$ cat src/shared/cbu_pkg.sv
package cbu_pkg;
  // ****************************************
  // instruction field layout
  // ****************************************
  localparam int CBU_OPC_MSB = 31;
  localparam int CBU_OPC_LSB = 26;
  localparam int CBU_RS_MSB = 25;
  localparam int CBU_RS_LSB = 21;
  localparam int CBU_RT_MSB = 20;
  localparam int CBU_RT_LSB = 16;
  localparam int CBU_OFS_MSB = 15;
  localparam int CBU_OFS_LSB = 0;
  localparam int CBU_OFS_SHIFT = 2;
  localparam int CBU_OFS_EXT_W = 18;
  // ****************************************
  // encodings
  // ****************************************
  localparam logic [5:0] CBU_OPC_BR_EQ = 6'h04;
  localparam logic [5:0] CBU_OPC_BR_EQ_LIKELY = 6'h14;
  localparam logic [5:0] CBU_OPC_REG_IMM_CLASS = 6'h01;
  localparam logic [4:0] CBU_RT_BR_NONNEG = 5'h01;
  localparam logic [4:0] CBU_RT_BR_NONNEG_LINK = 5'h11;
  localparam logic [4:0] CBU_RT_BR_NONNEG_LINK_LIKELY = 5'h13;
  localparam logic [4:0] CBU_RT_BR_NONNEG_LIKELY = 5'h03;
  localparam logic [4:0] CBU_LINK_REG = 5'h1f;
  localparam logic [31:0] CBU_LINK_OFFSET = 32'h0000_0008;
  localparam logic [31:0] CBU_SLOT_OFFSET = 32'h0000_0004;
  localparam logic [31:0] CBU_PC_RESET = 32'h0000_0000;
  // ****************************************
  // slot tracking states
  // ****************************************
  typedef enum logic [0:0] {CBU_IDLE, CBU_SLOT} cbu_state_t;
endpackage

$ cat src/rtl/cbu_decode.sv
`timescale 1ns/100ps
// combinational classifier for one fetched instruction
module cbu_decode
  import cbu_pkg::*;
(
  input wire logic [31:0] instr,
  input wire logic [31:0] rs_value,
  input wire logic [31:0] rt_value,
  output logic is_branch,
  output logic is_likely,
  output logic is_link,
  output logic cond_true,
  output logic [31:0] target_offset
);
  logic [5:0] opc;
  logic [4:0] rtf;
  logic [CBU_OFS_EXT_W-1:0] ofs_shifted;
  assign opc = instr[CBU_OPC_MSB:CBU_OPC_LSB];
  assign rtf = instr[CBU_RT_MSB:CBU_RT_LSB];
  // offset times four, then sign extended to the word
  assign ofs_shifted = {instr[CBU_OFS_MSB:CBU_OFS_LSB], {CBU_OFS_SHIFT{1'b0}}}; // RULE1
  assign target_offset = {{(32 - CBU_OFS_EXT_W){ofs_shifted[CBU_OFS_EXT_W-1]}}, ofs_shifted}; // RULE1
  // class decode; the likely non-negative plain form is decoded but its encoding is not relied on
  always_comb begin
    is_branch = 1'b0;
    is_likely = 1'b0;
    is_link = 1'b0;
    cond_true = 1'b0;
    if (opc == CBU_OPC_BR_EQ || opc == CBU_OPC_BR_EQ_LIKELY) begin
      is_branch = 1'b1;
      is_likely = (opc == CBU_OPC_BR_EQ_LIKELY); // RULE3
      // two zero-register sources read equal, so the alias always branches
      cond_true = (rs_value == rt_value); // RULE2 RULE9
    end else if (opc == CBU_OPC_REG_IMM_CLASS) begin
      // zero register source has sign bit clear, so the call alias always links and branches
      cond_true = ~rs_value[31]; // RULE5 RULE10
      unique case (rtf)
        CBU_RT_BR_NONNEG: is_branch = 1'b1;
        CBU_RT_BR_NONNEG_LIKELY: begin
          is_branch = 1'b1;
          is_likely = 1'b1;
        end
        CBU_RT_BR_NONNEG_LINK: begin
          is_branch = 1'b1;
          is_link = 1'b1; // RULE6
        end
        CBU_RT_BR_NONNEG_LINK_LIKELY: begin
          is_branch = 1'b1;
          is_likely = 1'b1;
          is_link = 1'b1; // RULE7
        end
        default: is_branch = 1'b0;
      endcase
    end
  end
endmodule

$ cat src/rtl/cbu_top.sv
`timescale 1ns/100ps
// Summary of operation
// RULE1: target is sign-extended offset times four plus delay-slot address
// RULE2: equal compare branches to target after the delay slot runs
// RULE3: equal-likely branches to target after slot when registers match
// RULE4: likely forms cancel the delay slot when the condition is false
// RULE5: non-negative test is true when source sign bit is clear
// RULE6: link forms write register 31 with branch address plus 8, always
// RULE7: link-likely combines the link write with slot cancel on false
// RULE8: condition and link in branch cycle; program counter moves at slot
// RULE9: equal compare of zero register with itself always branches
// RULE10: non-negative link on zero register always branches and links
// RULE11: software keeps branches, jumps, returns and wait out of slots
// RULE12: software never names register 31 as source of a link form
// RULE13: an exception in the slot restarts from the branch address
// RULE14: software should use likely forms only for nearly always-taken branches
module cbu_top
  import cbu_pkg::*;
(
  input wire logic clk_sys,
  input wire logic rst_n,
  input wire logic instr_valid,
  input wire logic [31:0] instr,
  input wire logic [31:0] instr_pc,
  input wire logic [31:0] rs_value,
  input wire logic [31:0] rt_value,
  input wire logic slot_exception,
  output logic [4:0] rs_index,
  output logic [4:0] rt_index,
  output logic link_we,
  output logic [4:0] link_index,
  output logic [31:0] link_value,
  output logic redirect_valid,
  output logic [31:0] redirect_pc,
  output logic slot_nullify,
  output logic in_delay_slot,
  output logic [31:0] restart_pc
);
  // ****************************************
  // reset release
  // ****************************************
  logic rst_meta_q;
  logic rst_sync_q;
  // two stage release so deassertion is clean on clk_sys
  always_ff @(posedge clk_sys or negedge rst_n) begin
    if (!rst_n) begin
      rst_meta_q <= 1'b0;
      rst_sync_q <= 1'b0;
    end else begin
      rst_meta_q <= 1'b1;
      rst_sync_q <= rst_meta_q;
    end
  end

  // ****************************************
  // decode
  // ****************************************
  logic is_branch;
  logic is_likely;
  logic is_link;
  logic cond_true;
  logic [31:0] target_offset;
  logic take_branch;
  // register file read indices straight from the instruction
  assign rs_index = instr[CBU_RS_MSB:CBU_RS_LSB];
  assign rt_index = instr[CBU_RT_MSB:CBU_RT_LSB];

  cbu_decode u_decode (
    .instr(instr),
    .rs_value(rs_value),
    .rt_value(rt_value),
    .is_branch(is_branch),
    .is_likely(is_likely),
    .is_link(is_link),
    .cond_true(cond_true),
    .target_offset(target_offset)
  );

  cbu_state_t state_q;
  logic cond_q;
  logic likely_q;
  logic [31:0] target_q;
  logic [31:0] branch_pc_q;
  // a branch seen while in a slot is ignored; software keeps it out
  assign take_branch = instr_valid && is_branch && (state_q == CBU_IDLE); // RULE11

  // ****************************************
  // branch cycle capture
  // ****************************************
  // condition and target frozen in the branch's own cycle
  always_ff @(posedge clk_sys or negedge rst_sync_q) begin
    if (!rst_sync_q) begin
      cond_q <= 1'b0;
      likely_q <= 1'b0;
      target_q <= CBU_PC_RESET;
      branch_pc_q <= CBU_PC_RESET;
    end else if (take_branch) begin
      cond_q <= cond_true; // RULE8
      likely_q <= is_likely;
      // base is the slot address, not the branch
      target_q <= instr_pc + CBU_SLOT_OFFSET + target_offset; // RULE1
      branch_pc_q <= instr_pc; // RULE13
    end
  end

  // slot tracking: waits for the next valid instruction or a slot exception
  always_ff @(posedge clk_sys or negedge rst_sync_q) begin
    if (!rst_sync_q) begin
      state_q <= CBU_IDLE;
    end else begin
      unique case (state_q)
        CBU_IDLE: if (take_branch) state_q <= CBU_SLOT;
        CBU_SLOT: if (instr_valid || slot_exception) state_q <= CBU_IDLE;
      endcase
    end
  end

  // ****************************************
  // link write
  // ****************************************
  // written whether or not taken; source 31 would be clobbered, so software avoids it
  always_ff @(posedge clk_sys or negedge rst_sync_q) begin
    if (!rst_sync_q) begin
      link_we <= 1'b0;
      link_index <= 5'h00;
      link_value <= CBU_PC_RESET;
    end else begin
      link_we <= take_branch && is_link; // RULE6 RULE7 RULE12
      if (take_branch && is_link) begin
        link_index <= CBU_LINK_REG; // RULE6
        link_value <= instr_pc + CBU_LINK_OFFSET; // RULE6 RULE8
      end
    end
  end

  // ****************************************
  // slot outcome
  // ****************************************
  logic slot_now;
  assign slot_now = (state_q == CBU_SLOT) && instr_valid && !slot_exception;
  // handshake outputs follow the slot instruction combinationally
  assign redirect_valid = slot_now && cond_q; // RULE2 RULE3 RULE5 RULE8
  assign redirect_pc = target_q;
  assign slot_nullify = slot_now && likely_q && !cond_q; // RULE4 RULE7
  assign in_delay_slot = (state_q == CBU_SLOT);
  // on a slot exception the handler resumes at the branch itself
  assign restart_pc = branch_pc_q; // RULE13
endmodule

$ cat config.mk
export PLATFORM = sky130hd
export DESIGN_NAME = cbu_top
export DESIGN_NICKNAME = d
export VERILOG_FILES = /design/src/shared/cbu_pkg.sv /design/src/rtl/cbu_decode.sv /design/src/rtl/cbu_top.sv
export SDC_FILE = /design/constraint.sdc
export NUM_CORES = 1
export LEC_CHECK = 0
export ABC_AREA = 1
export BUFFER_PORTS_ARGS = -buffer_cell sky130_fd_sc_hd__buf_2
export CAP_MARGIN = 15
export CORE_MARGIN = 5
export CORE_UTILIZATION = 30
export DETAILED_ROUTE_END_ITERATION = 7
export PLACE_DENSITY_LB_ADDON = 0.1
export SYNTH_ARGS = -nofsm -noshare
export SYNTH_HDL_FRONTEND = slang
export SYNTH_HIERARCHICAL = 1
export SYNTH_SLANG_ARGS = --single-unit
$ cat constraint.sdc
create_clock -name clk_sys -period 4.2 [get_ports clk_sys]
set_clock_uncertainty 0.15 [all_clocks]
set_input_delay 0.42 -clock clk_sys [delete_from_list [all_inputs] [get_ports clk_sys]]
set_output_delay 0.42 -clock clk_sys [all_outputs]
set_load 0.05 [all_outputs]
==> impl_metrics.py <==
metrics = {
    "die": {
        "initial_cell_density_of_the_core": 0.302,
        "floorplan.die.height_microns": 174,
        "fp-row-count": 60,
        "core_sq_um": 26800,
        "dieArea_sq_um": 30400,
        "io_pins": 247,
        "die_w_microns": 174,
    },
    "routing": {
        "detail_route.wl_per_cell_microns": 15.0,
        "met2_routed_wirelength_mm": 11.8,
        "post_drt_via_cell_ratio": 4.42,
        "detailedRoute.firstIterationViolations": 374,
        "antenna_violating_nets_post_route": 0,
        "detail_route.wirelength_mm": 25.9,
        "route.detailed.drc": 0,
        "length_of_routed_met3_wiring_mm": 1.34,
        "wl_met1_mm": 12.5,
        "top_layer_used": "met4",
        "vias": 7660,
        "drt_pre_antenna_iters": 5,
    },
    "global_routing": {
        "grt_pass1_wl_mm": 41.4,
        "pin_count_of_the_biggest_net_entering_global_routing": 108,
        "grt_antenna_before_repair": 1,
        "global_route.usage.total": 0.170,
        "global_route_overflow": 0,
        "first_global_vias": 7644,
    },
    "power_and_ir_drop": {
        "power.ir.vdd_worst_v": 0.000214,
        "totalPowerFinal_mw": 3.65,
        "cellLeakagePower_nw": 5.78,
        "cellPowerDensity_nw_per_um2": 377,
    },
    "job": {
        "timing.max_cap.violations": 0,
    },
    "critical_path": {
        "r2r_setup_slack_ps": 2030,
        "timing.critical_path.required_ps": 4320,
        "arrival_ps": 2610,
        "crit-reg2reg-capture": "link_value[12]$_DFFE_PN0P_",
        "timing.critical_path.cells": "buf_2 > inv_1 > nand2_1 > nor4_2 > nand4_1 > nand2_1 > nand3_4 > inv_2 > nand2_2 > buf_4 > inv_1 > o21ai_0 > o21ai_0",
        "worstPathMaxFanout": 46,
        "timing.critical_path.slowest_stage_cell": "sky130_fd_sc_hd__inv_1",
        "cpLargestDelayFamily": "buffers and inverters",
        "crit_path_max_incr_delay_ps": 570,
        "timing.rr.start": "in_delay_slot$_DFF_PN0_",
        "type_of_origin_of_the_critical_path": "input pin",
        "setup.worst_path.end_class": "flop",
        "worst-r2r-cell-count": 8,
        "criticalPathCategory": "in -> reg",
        "timing.critical_path.buf_inv": 5,
    },
    "hold_path": {
        "timing.hold.worst.start": "slot_exception",
        "holdPathStages": 2,
        "hold_wc_path_type": "in -> reg",
        "hold_path_end": "in_delay_slot$_DFF_PN0_",
    },
    "clock_tree": {
        "worstSkewPairLatency_ps": 360,
        "tritoncts": "yes",
        "clkTransAtPathRegs_ps": 90,
        "post_cts_resized": 0,
        "cts_max_level": 3,
        "numCtsBuffers": 9,
        "root_buffer": "sky130_fd_sc_hd__clkbuf_16",
        "clockBufferDepth": 2,
        "cts.sinks": 103,
    },
    "sta": {
        "achievable-frequency_mhz": 401,
        "setup_repair_after_global_routing_missed_its_margin": "no",
        "final_min_period_over_clock_period": 0.593,
        "setup_viol": 0,
        "fin_crit_ps": 2490,
        "final_max_slew_viol_count": 0,
        "final-hold-violation-count": 0,
        "fin_setup_tns_ps": 0,
        "final.setup.worst_slack_ps": 1710,
        "maxSlewHeadroom": 0.323,
        "worst_slew_pin_slew_ps": 1020,
    },
    "yosys": {
        "netlist_area_sq_um": 8100,
        "mean_instance_size_in_the_synthesized_netlist_sq_um": 6.77,
        "synth-warning-count": 6,
        "ys_seq_elements": 103,
        "sequential_element_share_of_the_synthesized_area": 0.318,
        "netlist_instances": 1196,
        "synth_cell_type_count": 40,
    },
    "placed_design": {
        "numPortBuffers": 236,
        "routabilityCongestion": 0.830,
        "dp.final_hpwl_mm": 21.1,
        "dp_worst_setup_slack_ps": 1290,
        "post_dp_cell_area_sq_um": 9340,
    },
    "final_layout": {
        "layout.cell_area.non_filler_sq_um": 9670,
        "final_nets": 1580,
        "final_common_cell": "sky130_fd_sc_hd__nand2_1",
        "highest_count_cells_in_the_layout_ignoring_fill_and_taps": "sky130_fd_sc_hd__nand2_1 (437), sky130_fd_sc_hd__buf_2 (236), sky130_fd_sc_hd__inv_1 (177)",
        "final_layout_size_suffix_gt1_frac": 0.199,
        "util_after_layout": 0.361,
        "area_growth_syn_to_layout_pct": 19.3,
    },
    "outcome": {
        "status": "finished, final reports clean",
    },
}
kinds of logic after synthesis:
family,after synthesis,share of synthesized area
other,2,0.000927
and+or+nand+nor,634,0.330
xor gates and xnor gates,49,0.0530
DFF,103,0.318
AOI/OAI and AO/OA,101,0.0649
adders and majority gates,63,0.0982
buffers and inverters,244,0.135
worst max path at each step:
| stage | slack (ps) | from | to | cells after the start |
|---|---|---|---|---|
| 2_1_floorplan | 970 | rst_sync_q$_DFF_PN0_ | cond_q$_DFFE_PN0P_ | 0 |
| 3_3_place_gp | 1380 | instr[27] | link_value[11]$_DFFE_PN0P_ | 13 |
| 3_5_place_dp | 1290 | instr[27] | link_value[12]$_DFFE_PN0P_ | 13 |
| 4_1_cts | 1670 | instr[27] | link_value[12]$_DFFE_PN0P_ | 13 |
| 5_1_grt | 1480 | instr[27] | link_value[12]$_DFFE_PN0P_ | 13 |
| 6_report | 1710 | instr[27] | link_value[12]$_DFFE_PN0P_ | 13 |
metal layers:
layer  GRT usage  up-vias
met5           0        -
met4      0.0353        0
met3      0.0328       20
met2       0.280      172
met1       0.234     3409
li1            -     4059
timing repair:
action / in CTS / in global routing
hold endpoints to repair: 2 / 0
setup buffers: 0 / 0
hold buffers: 1 / 0
sequential cells by signal, summed over array words and instances (netlist names):
signal	flops
redirect_pc	32
link_index	1
cond_q	1
in_delay_slot	1
likely_q	1
link_we	1
restart_pc	32
link_value	32
rst_sync_q	1
rst_meta_q	1
report_power, final:
group	switching (mW)	internal, mW	leakage, nW
clock	0.461	0.477	0.151
combinational	1.08	0.393	4.26
sequential	0.0955	1.14	1.37
total	1.64	2.01	5.78
stage by stage:
step | cells | hold slack (ps)
4_1_cts | 1731 | 76.3
6_report | 1732 | 84.1
2_1_floorplan | 1197 | -25.6
3_5_place_dp | 1714 | 58.1
3_3_place_gp | 1714 | 56.3
5_1_grt | 1732 | 83.0
worst register-to-register path, stage by stage, from the launching register on:
cell and delay, ps:
sky130_fd_sc_hd__dfrtp_1 400, sky130_fd_sc_hd__inv_1 110, sky130_fd_sc_hd__nand3_4 70, sky130_fd_sc_hd__inv_2 60, sky130_fd_sc_hd__nand2_2 40, sky130_fd_sc_hd__buf_4 260, sky130_fd_sc_hd__inv_1 600, sky130_fd_sc_hd__o21ai_0 180
sky130_fd_sc_hd__o21ai_0 200
synth_stat cells, drive strengths merged:
cell	number	area, sq um
a21o	1	7.51
a21oi	28	140
and2	3	18.8
buf	50	365
clkbuf	15	56.3
clkinv	1	3.75
conb	2	7.51
dfrtp	103	2580
fa	1	20.0
ha	62	776
inv	178	668
nand2	440	1670
nand3	69	360
nand3b	3	22.5
nand4	16	106
nor2	82	353
nor3	16	106
nor4	2	18.8
o211ai	1	7.51
o21ai	65	325
o21bai	3	22.5
o31ai	3	22.5
or2	3	18.8
xnor2	28	245
xor2	21	184
final cells by class:
type / instances / area [sq um]
timing repair buffer: 242 / 1230
antenna: 1 / 2.50
fill: 2936 / 17100
multi-input combinational: 850 / 4440
inverter: 179 / 672
sequential: 103 / 2580
clock buffer: 9 / 225
tap: 341 / 427
clock inverter: 7 / 87.6
(Power assumes the default switching activity.)
